==> config.mk <==
export PLATFORM = sky130hd
export DESIGN_NAME = pbs_tap
export DESIGN_NICKNAME = d
export VERILOG_FILES = /design/src/design/pbs_pkg.sv /design/src/design/pbs_bsr_if.sv /design/src/design/pbs_bsr.sv /design/src/design/pbs_tap.sv
export SDC_FILE = /design/constraint.sdc
export NUM_CORES = 1
export LEC_CHECK = 0
export BUFFER_PORTS_ARGS = -buffer_cell sky130_fd_sc_hd__buf_2
export CAP_MARGIN = 20
export CORE_UTILIZATION = 50
export CTS_BUF_LIST = sky130_fd_sc_hd__clkbuf_16
export CTS_CLUSTER_SIZE = 10
export DETAILED_ROUTE_END_ITERATION = 16
export HOLD_SLACK_MARGIN = 0.12
export PLACE_DENSITY = 0.7
export SETUP_SLACK_MARGIN = 0.3
export SLEW_MARGIN = 0
export SYNTH_ARGS = -nofsm -noshare
export SYNTH_HDL_FRONTEND = slang
export SYNTH_SLANG_ARGS = --single-unit
==> constraint.sdc <==
create_clock -name clk_sys -period 3.6 [get_ports clk_sys]
set_clock_uncertainty 0.1 [all_clocks]
set_input_delay 0.36 -clock clk_sys [delete_from_list [all_inputs] [get_ports clk_sys]]
set_output_delay 0.36 -clock clk_sys [all_outputs]
set_load 0.01 [all_outputs]
==> src/design/pbs_pkg.sv <==
// Constants, state codes and instruction codes for the periphery boundary-scan port
package pbs_pkg;
	localparam int IR_W = 3;
	localparam logic [IR_W-1:0] IR_EXTEST = 3'h0;
	localparam logic [IR_W-1:0] IR_IDCODE = 3'h1;
	localparam logic [IR_W-1:0] IR_SAMPLE = 3'h2;
	localparam logic [IR_W-1:0] IR_CLAMP = 3'h3;
	localparam logic [IR_W-1:0] IR_HIGHZ = 3'h4;
	localparam logic [IR_W-1:0] IR_BYPASS = 3'h7;
	// Fixed pattern loaded into the instruction shift stage in Capture-IR
	localparam logic [IR_W-1:0] IR_CAPTURE = 3'h1;
	localparam int ID_W = 32;
	localparam int CELLS_PER_PIN = 3;
	localparam int CELL_IN = 0;
	localparam int CELL_OUT = 1;
	localparam int CELL_OE = 2;
	localparam int DEF_PINS = 8;
	// Arbitrary identification value; bit 0 must stay set
	localparam logic [ID_W-1:0] DEF_ID_CODE = 32'h1000_0001;

	typedef enum logic [3:0] {
		PBS_TLR = 4'h0,
		PBS_RTI = 4'h1,
		PBS_SEL_DR = 4'h2,
		PBS_CAP_DR = 4'h3,
		PBS_SH_DR = 4'h4,
		PBS_EX1_DR = 4'h5,
		PBS_PAU_DR = 4'h6,
		PBS_EX2_DR = 4'h7,
		PBS_UPD_DR = 4'h8,
		PBS_SEL_IR = 4'h9,
		PBS_CAP_IR = 4'hA,
		PBS_SH_IR = 4'hB,
		PBS_EX1_IR = 4'hC,
		PBS_PAU_IR = 4'hD,
		PBS_EX2_IR = 4'hE,
		PBS_UPD_IR = 4'hF
	} pbs_state_e;
endpackage : pbs_pkg

==> src/design/pbs_bsr_if.sv <==
// Control and data between the scan controller and the boundary register chain
`timescale 1ns/1ps
interface pbs_bsr_if #(parameter int BW = 24);
	logic capture;
	logic shift;
	logic update;
	logic sdi;
	logic sdo;
	logic [BW-1:0] upd_q;
	modport ctrl (output capture, output shift, output update, output sdi, input sdo, input upd_q);
	modport chain (input capture, input shift, input update, input sdi, output sdo, output upd_q);
endinterface : pbs_bsr_if

==> src/design/pbs_bsr.sv <==
// Boundary-scan register: capture/shift chain plus update latch, three cells per pin
`timescale 1ns/1ps
module pbs_bsr #(
	parameter int PINS = pbs_pkg::DEF_PINS
) (
	input wire logic clk_sys,
	input wire logic rst,
	input wire logic ce,
	input wire logic [PINS-1:0] pad_in,
	input wire logic [PINS-1:0] sys_out,
	input wire logic [PINS-1:0] sys_oe_n,
	pbs_bsr_if.chain bus
);
	import pbs_pkg::*;
	localparam int BW = PINS * CELLS_PER_PIN;
	logic [PINS-1:0] pad_s1;
	logic [PINS-1:0] pad_s2;
	logic [BW-1:0] chain;
	logic [BW-1:0] cap_val;
	logic [BW-1:0] upd;

	always_ff @(posedge clk_sys)
	begin
		if (rst)
		begin
			pad_s1 <= '0;
			pad_s2 <= '0;
		end
		else if (ce)
		begin
			pad_s1 <= pad_in;
			pad_s2 <= pad_s1;
		end
	end

	for (genvar i = 0; i < PINS; i++)
	begin : g_cell
		assign cap_val[i*CELLS_PER_PIN+CELL_IN] = pad_s2[i];
		assign cap_val[i*CELLS_PER_PIN+CELL_OUT] = sys_out[i];
		assign cap_val[i*CELLS_PER_PIN+CELL_OE] = sys_oe_n[i];
	end

	// Capture samples pins without disturbing them; shift moves toward bit 0
	always_ff @(posedge clk_sys)
	begin
		if (rst)
			chain <= '0;
		else if (ce && bus.capture)
			chain <= cap_val;
		else if (ce && bus.shift)
			chain <= {bus.sdi, chain[BW-1:1]};
	end

	always_ff @(posedge clk_sys)
	begin
		if (rst)
			upd <= '0;
		else if (ce && bus.update)
			upd <= chain;
	end

	assign bus.sdo = chain[0];
	assign bus.upd_q = upd;
endmodule : pbs_bsr

==> src/design/pbs_tap.sv <==
// Periphery boundary-scan TAP: controller, instruction register, bypass, id and pin control
`timescale 1ns/1ps
// Summary of operation
// Scan logic is independent of the multiplexer and overrides it on conflict.
// Own TAP controller, separate from configuration TAP, with 3-bit instruction register.
// Uses only its five pins; tester drives four, device drives data out.
// Supports SAMPLE/PRELOAD, BYPASS and EXTEST with standard behaviour.
// Supports HIGHZ, CLAMP and IDCODE with standard behaviour.
// Holds instruction, bypass, boundary and identification registers plus controller.
// State advances on test clock rising edge according to mode select.
// After reset controller sits in Test-Logic-Reset with IDCODE current.
// Instruction shift stage moves to current instruction on falling edge in Update-IR.
// Codes: EXTEST 000, IDCODE 001, SAMPLE 010, CLAMP 011, HIGHZ 100, BYPASS 111.
// Test reset low forces Test-Logic-Reset and IDCODE without clock edges.
module pbs_tap #(
	parameter int PINS = pbs_pkg::DEF_PINS,
	parameter logic [pbs_pkg::ID_W-1:0] ID_CODE = pbs_pkg::DEF_ID_CODE
) (
	input wire logic clk_sys,
	input wire logic rst,
	input wire logic ce,
	input wire logic periphery_scan_reset_n,
	input wire logic periphery_scan_mode_sel,
	input wire logic periphery_scan_clock,
	input wire logic periphery_scan_data_in,
	output logic periphery_scan_data_out,
	output logic periphery_scan_data_out_oe_n,
	input wire logic [PINS-1:0] sys_out,
	input wire logic [PINS-1:0] sys_oe_n,
	output logic [PINS-1:0] sys_in,
	input wire logic [PINS-1:0] pad_in,
	output logic [PINS-1:0] pad_out,
	output logic [PINS-1:0] pad_oe_n,
	output logic scan_owns_pins
);
	import pbs_pkg::*;
	localparam int BW = PINS * CELLS_PER_PIN;

	logic trst_s1, trst_s2, tms_s1, tms_s2, tdi_s1, tdi_s2, tck_s1, tck_s2, tck_s3;
	logic tck_rise, tck_fall, run;
	pbs_state_e st;
	logic [IR_W-1:0] ir;
	logic [IR_W-1:0] ir_sh;
	logic byp;
	logic [ID_W-1:0] id_sh;
	logic sel_bsr, sel_id, pins_test, pins_float, dr_bit;
	pbs_bsr_if #(.BW(BW)) bsr_bus ();

	// Two-stage synchronisers on all tester pins; clock edges found after the second stage
	always_ff @(posedge clk_sys)
	begin
		if (rst)
		begin
			{trst_s1, trst_s2} <= 2'h0;
			{tms_s1, tms_s2} <= 2'h3;
			{tdi_s1, tdi_s2} <= 2'h3;
			{tck_s1, tck_s2, tck_s3} <= 3'h0;
		end
		else if (ce)
		begin
			trst_s1 <= periphery_scan_reset_n;
			trst_s2 <= trst_s1;
			tms_s1 <= periphery_scan_mode_sel;
			tms_s2 <= tms_s1;
			tdi_s1 <= periphery_scan_data_in;
			tdi_s2 <= tdi_s1;
			tck_s1 <= periphery_scan_clock;
			tck_s2 <= tck_s1;
			tck_s3 <= tck_s2;
		end
	end

	assign tck_rise = tck_s2 && !tck_s3;
	assign tck_fall = !tck_s2 && tck_s3;
	assign run = ce && trst_s2;

	function automatic pbs_state_e next_state(input pbs_state_e s, input logic m);
		unique case (s)
			PBS_TLR: next_state = m ? PBS_TLR : PBS_RTI;
			PBS_RTI: next_state = m ? PBS_SEL_DR : PBS_RTI;
			PBS_SEL_DR: next_state = m ? PBS_SEL_IR : PBS_CAP_DR;
			PBS_CAP_DR: next_state = m ? PBS_EX1_DR : PBS_SH_DR;
			PBS_SH_DR: next_state = m ? PBS_EX1_DR : PBS_SH_DR;
			PBS_EX1_DR: next_state = m ? PBS_UPD_DR : PBS_PAU_DR;
			PBS_PAU_DR: next_state = m ? PBS_EX2_DR : PBS_PAU_DR;
			PBS_EX2_DR: next_state = m ? PBS_UPD_DR : PBS_SH_DR;
			PBS_UPD_DR: next_state = m ? PBS_SEL_DR : PBS_RTI;
			PBS_SEL_IR: next_state = m ? PBS_TLR : PBS_CAP_IR;
			PBS_CAP_IR: next_state = m ? PBS_EX1_IR : PBS_SH_IR;
			PBS_SH_IR: next_state = m ? PBS_EX1_IR : PBS_SH_IR;
			PBS_EX1_IR: next_state = m ? PBS_UPD_IR : PBS_PAU_IR;
			PBS_PAU_IR: next_state = m ? PBS_EX2_IR : PBS_PAU_IR;
			PBS_EX2_IR: next_state = m ? PBS_UPD_IR : PBS_SH_IR;
			PBS_UPD_IR: next_state = m ? PBS_SEL_DR : PBS_RTI;
		endcase
	endfunction : next_state

	// Controller state, forced home by system reset or test reset
	always_ff @(posedge clk_sys)
	begin
		if (rst)
			st <= PBS_TLR;
		else if (ce && !trst_s2)
			st <= PBS_TLR;
		else if (run && tck_rise)
			st <= next_state(st, tms_s2); // see
	end

	// Instruction shift stage
	always_ff @(posedge clk_sys)
	begin
		if (rst)
			ir_sh <= IR_CAPTURE;
		else if (run && tck_rise && st == PBS_CAP_IR)
			ir_sh <= IR_CAPTURE;
		else if (run && tck_rise && st == PBS_SH_IR)
			ir_sh <= {tdi_s2, ir_sh[IR_W-1:1]};
	end

	// Current instruction, updated on the falling test-clock edge in Update-IR
	always_ff @(posedge clk_sys)
	begin
		if (rst)
			ir <= IR_IDCODE;
		else if (ce && (!trst_s2 || st == PBS_TLR))
			ir <= IR_IDCODE;
		else if (run && tck_fall && st == PBS_UPD_IR)
			ir <= ir_sh;
	end

	// Instruction decode; unassigned codes select the bypass bit
	assign sel_bsr = (ir == IR_EXTEST) || (ir == IR_SAMPLE);
	assign sel_id = (ir == IR_IDCODE);
	assign pins_test = (ir == IR_EXTEST) || (ir == IR_CLAMP); // see
	assign pins_float = (ir == IR_HIGHZ);

	always_ff @(posedge clk_sys)
	begin
		if (rst)
			byp <= 1'b0;
		else if (run && tck_rise && st == PBS_CAP_DR)
			byp <= 1'b0;
		else if (run && tck_rise && st == PBS_SH_DR)
			byp <= tdi_s2;
	end

	always_ff @(posedge clk_sys)
	begin
		if (rst)
			id_sh <= ID_CODE;
		else if (run && tck_rise && st == PBS_CAP_DR && sel_id)
			id_sh <= ID_CODE;
		else if (run && tck_rise && st == PBS_SH_DR && sel_id)
			id_sh <= {tdi_s2, id_sh[ID_W-1:1]};
	end

	assign bsr_bus.capture = run && tck_rise && st == PBS_CAP_DR && sel_bsr;
	assign bsr_bus.shift = run && tck_rise && st == PBS_SH_DR && sel_bsr;
	assign bsr_bus.update = run && tck_fall && st == PBS_UPD_DR && sel_bsr;
	assign bsr_bus.sdi = tdi_s2;

	pbs_bsr #(.PINS(PINS)) u_bsr (
		.clk_sys(clk_sys),
		.rst(rst),
		.ce(ce),
		.pad_in(pad_in),
		.sys_out(sys_out),
		.sys_oe_n(sys_oe_n),
		.bus(bsr_bus)
	);

	assign dr_bit = sel_bsr ? bsr_bus.sdo : (sel_id ? id_sh[0] : byp);

	// Serial output changes on the falling test-clock edge and floats outside shift states
	always_ff @(posedge clk_sys)
	begin
		if (rst || (ce && !trst_s2))
		begin
			periphery_scan_data_out <= 1'b0;
			periphery_scan_data_out_oe_n <= 1'b1;
		end
		else if (run && tck_fall)
		begin
			periphery_scan_data_out <= (st == PBS_SH_IR) ? ir_sh[0] : dr_bit;
			periphery_scan_data_out_oe_n <= !(st == PBS_SH_IR || st == PBS_SH_DR);
		end
	end

	// Pin control: test instructions take the pins from the multiplexer side
	always_ff @(posedge clk_sys)
	begin
		if (rst)
		begin
			pad_out <= '0;
			pad_oe_n <= '1;
			sys_in <= '0;
			scan_owns_pins <= 1'b0;
		end
		else if (ce)
		begin
			scan_owns_pins <= pins_test || pins_float;
			for (int i = 0; i < PINS; i++)
			begin
				sys_in[i] <= pad_in[i];
				if (pins_float)
				begin
					pad_out[i] <= 1'b0;
					pad_oe_n[i] <= 1'b1;
				end
				else if (pins_test)
				begin
					pad_out[i] <= bsr_bus.upd_q[i*CELLS_PER_PIN+CELL_OUT]; // see
					pad_oe_n[i] <= bsr_bus.upd_q[i*CELLS_PER_PIN+CELL_OE];
				end
				else
				begin
					pad_out[i] <= sys_out[i];
					pad_oe_n[i] <= sys_oe_n[i];
				end
			end
		end
	end
endmodule : pbs_tap

==> results of run 1 <==
## final cells by class
type | count | area [sq um] | share of cell area (%)
Multi-Input combinational cell | 386 | 2330 | 38.2
Timing Repair Buffer | 79 | 480 | 7.86
Clock buffer | 17 | 425 | 6.96
Tap cell | 133 | 166 | 2.72
Sequential cell | 127 | 2540 | 41.6
Clock inverter | 12 | 130 | 2.13
Inverter | 8 | 30.0 | 0.492
## kinds of logic (layout without fill, tap and decap cells)
logic type	Yosys count	count (layout)	share of synthesized area, %
AND/OR/NAND/NOR	200	200	18.0
AO/OA/AOI/OAI	141	141	18.6
flip-flops	127	127	49.8
buffers and inverters	55	116	4.85
multiplexers	42	42	8.24
XOR/XNOR	3	3	0.515
## final timing paths
kind / startpoint / endpoint / slack (ns)
setup / recovery: st[1] / id_sh[3] / 1.12
hold / removal: pad_in[1] / sys_in[1] / 0.14
setup reg to reg: st[1] / id_sh[3] / 1.12
hold reg to reg: id_sh[18] / id_sh[17] / 0.35
## state kept, by name (all words and copies together), names as in the netlist, 3 cells and up
register and cells:
id_sh 32, pad_out 8, pad_oe_n 8, sys_in 8, ir_sh 3, u_bsr.chain 24, u_bsr.pad_s2 8, ir 3
st 4, u_bsr.bus.upd_q 16
## report_power, final
part	switching [mW]	internal, mW
logic	0.0823	0.0596
registers	0.0169	1.43
clock network	0.579	1.06
total	0.679	2.55
## worst max-delay path: cells and delay by family (launching register included)
kind / cells / cell delay (ns)
AND/OR/NAND/NOR: 3 / 1.26
buffers and inverters: 1 / 0.30
AO/OA/AOI/OAI: 1 / 0.08
flip-flops: 1 / 0.61
## metrics by stage
step                      area, sq um  hold slack, ns  util (%)
after CTS                        6110           0.131      62.2
final                            6110           0.141      62.2
after global placement           5430           0.328      55.3
after floorplan                  5100           0.332         -
after detailed placement         5430           0.344      55.3
after global routing             6110           0.148      62.2
## cells in the mapped netlist, types with 4 or more instances
library cell	number
dfxtp_1	127
nand2_1	104
a21oi_1	49
mux2i_1	42
nor2_1	41
clkbuf_1	28
a22oi_1	24
o2bb2ai_1	23
o21ai_0	16
a21oi_2	10
nand2_2	10
nand3_1	10
buf_1	8
buf_2	8
inv_1	8
nor3_1	7
nand2b_1	4
## metal layers
metal | global-route usage, % | wire length, um | vias up
li1 | - | - | 2091
met1 | 29.9 | 5340 | 2014
met2 | 39.7 | 5720 | 96
met3 | 4.88 | 514 | 14
met4 | 8.88 | 140 | 0
met5 | 0 | 0 | -
==> run_results.csv, run 1 <==
group,metric,value,unit
placement,place_congestion,0.797,
sta,slew_headroom,40.3,%
clocking,cts_root_buf,"clkbuf_16",
setup_path,critPathSlowestCell,"nor4bb_4",
final_layout,fin_nets,650,
sta,hold_viol,0,
route,postRouteAntennaNets,0,
synth,netlist.area_leader.share,49.8,%
flow_run,drv_cap,0,
floorplanning,dieHeight,103,um
synth,synthTopCellsByArea,"dfxtp_1 (50%), mux2i_1 (8.2%), nand2_1 (7.6%), a21oi_1 (4.8%), o2bb2ai_1 (3.9%)",
setup_path,cp_max_fo,30,
grt,grt_max_degree,45,
synth,yosysWarnings,0,
grt,grt_pass1_wl,19100,um
power_and_ir_drop,powerDensity,528,mW/mm^2
grt,grt_usage,23.6,%
sta,fin_tns_setup,0,ns
floorplanning,start_util,52.0,%
clocking,cts.repair.resized,0,
setup_path,cp-start-kind,"flop",
synth,synth_cells,568,
clocking,cts-buffers-inserted,17,
clocking,cts_sinks,127,
synth,syn_nets,599,
sta,worst_pin_slew,0.889,ns
synth,synthesis.area,0.00510,sq mm
power_and_ir_drop,irDropWorstVdd,0.357,mV
placement,hpwl,7400,um
synth,synth_seq_cells,127,
sta,fin_crit_sh,68.9,%
grt,grt_pass1_vias,3909,
final_layout,area_growth,19.7,%
worst_hold_path,hold_class,"in2reg",
outcome,outcome,"complete, no violations",
route,via_per_inst,5.53,
synth,ys_seq_area_share,49.8,%
clocking,clockBufferDepth,2,
setup_path,crit_path_max_incr_delay,0.86,ns
clocking,clock_latency,0.41,ns
route,drt-total-wl,11700,um
grt,antenna_found_initial,0,
clocking,postCtsSetupBuffers,0,
floorplanning,io_pins,58,
synth,synth.distinct_cells,50,
setup_path,critPathArrivalTime,2.66,ns
placement,port_buffers,57,
sta,max_freq,403,MHz
route,wl_per_cell,15.4,um
synth,synth_edf_count,0,
power_and_ir_drop,p_leak,2.23,nW
placement,placedCellCount,721,
sta,setup_viol,0,
final_layout,drive_gt1_share,18.6,%
sta,fin_ws,1.12,ns
floorplanning,core-area,0.00982,sq mm
final_layout,n_antenna_cell,0,
clocking,h-tree-depth,4,
setup_path,crit_path_cell_trace,"nor4bb_4 -> nand3_1 -> nand2_1 -> buf_4 -> a21oi_1",
final_layout,fillers,884,
floorplanning,fp.dieW,103,um
sta,rsz0062_at_grt,"no",
clocking,clk_pin_slew,0.05,ns
floorplanning,rows,36,
clocking,cts_hold_buffers,12,
synth,async_reset_ff_share,0,%
clocking,tritoncts,"built",
setup_path,path_class,"reg2reg",
final_layout,final_common_cell,"dfxtp_1",
setup_path,r2r_cells,5,
grt,grt_overflow,0,
sta,min_period,2.48,ns
synth,synthFlopType,"dfxtp_1",
sta,final_max_slew_viol_count,0,
route,dr.pass1.iters,5,
route,vias,4215,
route,drc_errors,0,
setup_path,cp-end-kind,"flop",
placement,dp_worst_setup_slack,1.10,ns
final_layout,layout.cells.non_filler,762,
synth,syn_area_per_cell,8.99,sq um
synth,yosys.area.top_type,"dfxtp_1",
floorplanning,die-area,0.0106,sq mm
setup_path,required,3.78,ns
worst_hold_path,hold_depth,3,
power_and_ir_drop,finalPower,3.23,mW
final_layout,final_cell_mix,"dfxtp_1 (127), nand2_1 (104), buf_2 (57), a21oi_1 (49), mux2i_1 (42)",
route,drtIter0Drc,263,
No activity file was read; power rests on OpenSTA's default activity.
==> inputs of run 2 (changes only) <==
clock period = 2.5 ns   (was 3.6 ns; I/O delays follow)
==> run_results.csv, run 2 (synthesized netlist as in run 1, its figures left out) <==
group,metric,value,unit
worst_hold_path,hold_depth,3,
route,wl_per_cell,14.9,um
grt,antenna_found_initial,0,
clocking,clockBufferDepth,2,
power_and_ir_drop,p_leak,2.37,nW
route,postRouteAntennaNets,0,
grt,grt_overflow,0,
setup_path,path_buf_inv,0,
clocking,cts_root_buf,"clkbuf_16",
floorplanning,core-area,0.00982,sq mm
floorplanning,io_pins,58,
route,via_per_inst,5.50,
sta,hold_viol,0,
route,drc_errors,0,
route,dr.pass1.iters,6,
worst_hold_path,min_from,"ce",
grt,grt_usage,24.2,%
setup_path,rrSetupSlack,0.42,ns
final_layout,n_antenna_cell,0,
sta,rsz0062_at_grt,"no",
setup_path,cp_max_fo,16,
setup_path,cp-start-kind,"flop",
worst_hold_path,hold_class,"in2reg",
final_layout,regMostFlops,"id_sh",
clocking,clock_latency,0.41,ns
clocking,cts-buffers-inserted,17,
floorplanning,fp.dieW,103,um
final_layout,fillers,840,
sta,holdWs,0.269,ns
setup_path,critPathTopFamily,"simple AND/OR/NAND/NOR gates",
flow_run,drv_cap,0,
setup_path,path_class,"reg2reg",
placement,place_congestion,0.842,
final_layout,fin_nets,677,
setup_path,r2r_end,"u_bsr.bus.upd_q[17]",
route,vias,4354,
floorplanning,dieHeight,103,um
placement,hpwl,7470,um
route,drtIter0Drc,281,
setup_path,cp-end-kind,"flop",
final_layout,drive_gt1_share,20.2,%
floorplanning,die-area,0.0106,sq mm
setup_path,required,2.66,ns
clocking,cts_sinks,127,
setup_path,r2r_cells,4,
clocking,clk_pin_slew,0.06,ns
worst_hold_path,hold_path_end,"st[1]",
setup_path,crit_path_max_incr_delay,0.60,ns
sta,min_period,2.08,ns
sta,max_freq,480,MHz
sta,worst_pin_slew,0.618,ns
clocking,h-tree-depth,4,
clocking,postCtsSetupBuffers,0,
power_and_ir_drop,powerDensity,745,mW/mm^2
setup_path,critPathSlowestCell,"or4_4",
final_layout,final_cell_mix,"dfxtp_1 (127), nand2_1 (104), buf_2 (57), a21oi_1 (49), mux2i_1 (42)",
sta,final_max_slew_viol_count,0,
floorplanning,rows,36,
placement,port_buffers,57,
final_layout,largest_reg_flops,32,
floorplanning,start_util,52.0,%
setup_path,r2r_start,"st[2]",
grt,grt_pass1_wl,19600,um
clocking,tritoncts,"built",
sta,fin_tns_setup,0,ns
sta,setup_viol,0,
final_layout,area_growth,25.9,%
grt,grt_max_degree,48,
sta,slew_headroom,58.5,%
outcome,outcome,"complete, no violations",
final_layout,final_common_cell,"dfxtp_1",
grt,grt_pass1_vias,4029,
route,drt-total-wl,11800,um
sta,fin_crit_sh,83.3,%
setup_path,crit_path_cell_trace,"or4b_4 -> or4_4 -> nand2_2 -> a21oi_2",
setup_path,critPathArrivalTime,2.24,ns
power_and_ir_drop,irDropWorstVdd,0.444,mV
run 2: cell count changes in the layout (fill, tap and decap cells not counted), moves of 2 or more:
cell           delta
buf_4             +8
dlygate4sd3_1    +17
inv_6             +3
inv_1             -2
clkinv_1          -2
buf_12            +2
clkinv_4          +2
run 2: per-layer routing:
layer / up-vias / GRT usage [%] / part of all wire (%)
met2: 112 / 40.6 / 48
met4: 0 / 7.91 / 0.82
met3: 9 / 5.90 / 4.8
met1: 2079 / 30.7 / 46
met5: - / 0 / 0
li1: 2154 / - / -
run 2: through the flow:
stage | cells | util, % | worst slack, ns | power, mW | cell area (sq um)
floorplan | 568 | - | 0.516 | 2.23 | 5100
global placement | 731 | 56.4 | 0.526 | 2.32 | 5530
detailed placement | 731 | 56.4 | 0.461 | 2.32 | 5530
CTS | 791 | 65.3 | 0.425 | 4.81 | 6420
global route | 791 | 65.4 | 0.314 | 4.95 | 6420
finish | 791 | 65.4 | 0.417 | 4.79 | 6420
run 2: worst max-delay path by stage:
stage	from	endpoint	cells past startpoint
5_1_grt	trst_s2	u_bsr.chain[13]	4
3_5_place_dp	st[2]	byp	5
6_report	st[2]	u_bsr.bus.upd_q[17]	4
4_1_cts	st[2]	byp	5
3_3_place_gp	st[2]	u_bsr.bus.upd_q[8]	4
2_1_floorplan	st[0]	u_bsr.bus.upd_q[16]	7
run 2: cell type report:
class / count / area [sq um] / share of cell area, %
tap: 133 / 166 / 2.59
clock buffer: 17 / 425 / 6.62
clock inverter: 14 / 166 / 2.59
timing repair buffer: 106 / 751 / 11.7
multi-input combinational: 386 / 2340 / 36.5
sequential: 127 / 2540 / 39.6
inverter: 8 / 30.0 / 0.467
run 2: where the power goes:
group	internal, mW	leakage (nW)	switching (mW)
Sequential	2.06	1.03	0.0234
Clock	1.56	0.285	0.910
Combinational	0.108	1.06	0.121
Total	3.73	2.37	1.06
run 2: worst register-to-register path, cell delays in order, from the launching register on:
cell and delay [ns]:
dfxtp_1 0.45, or4b_4 0.57, or4_4 0.60, nand2_2 0.16, a21oi_2 0.06
run 2: repair_timing:
| action | in CTS | in global routing |
|---|---|---|
| hold buffers | 29 | 0 |
| endpoints found under the hold margin | 44 | 0 |
| gates resized for setup | 0 | 1 |
| endpoints found under the setup margin | 0 | 3 |
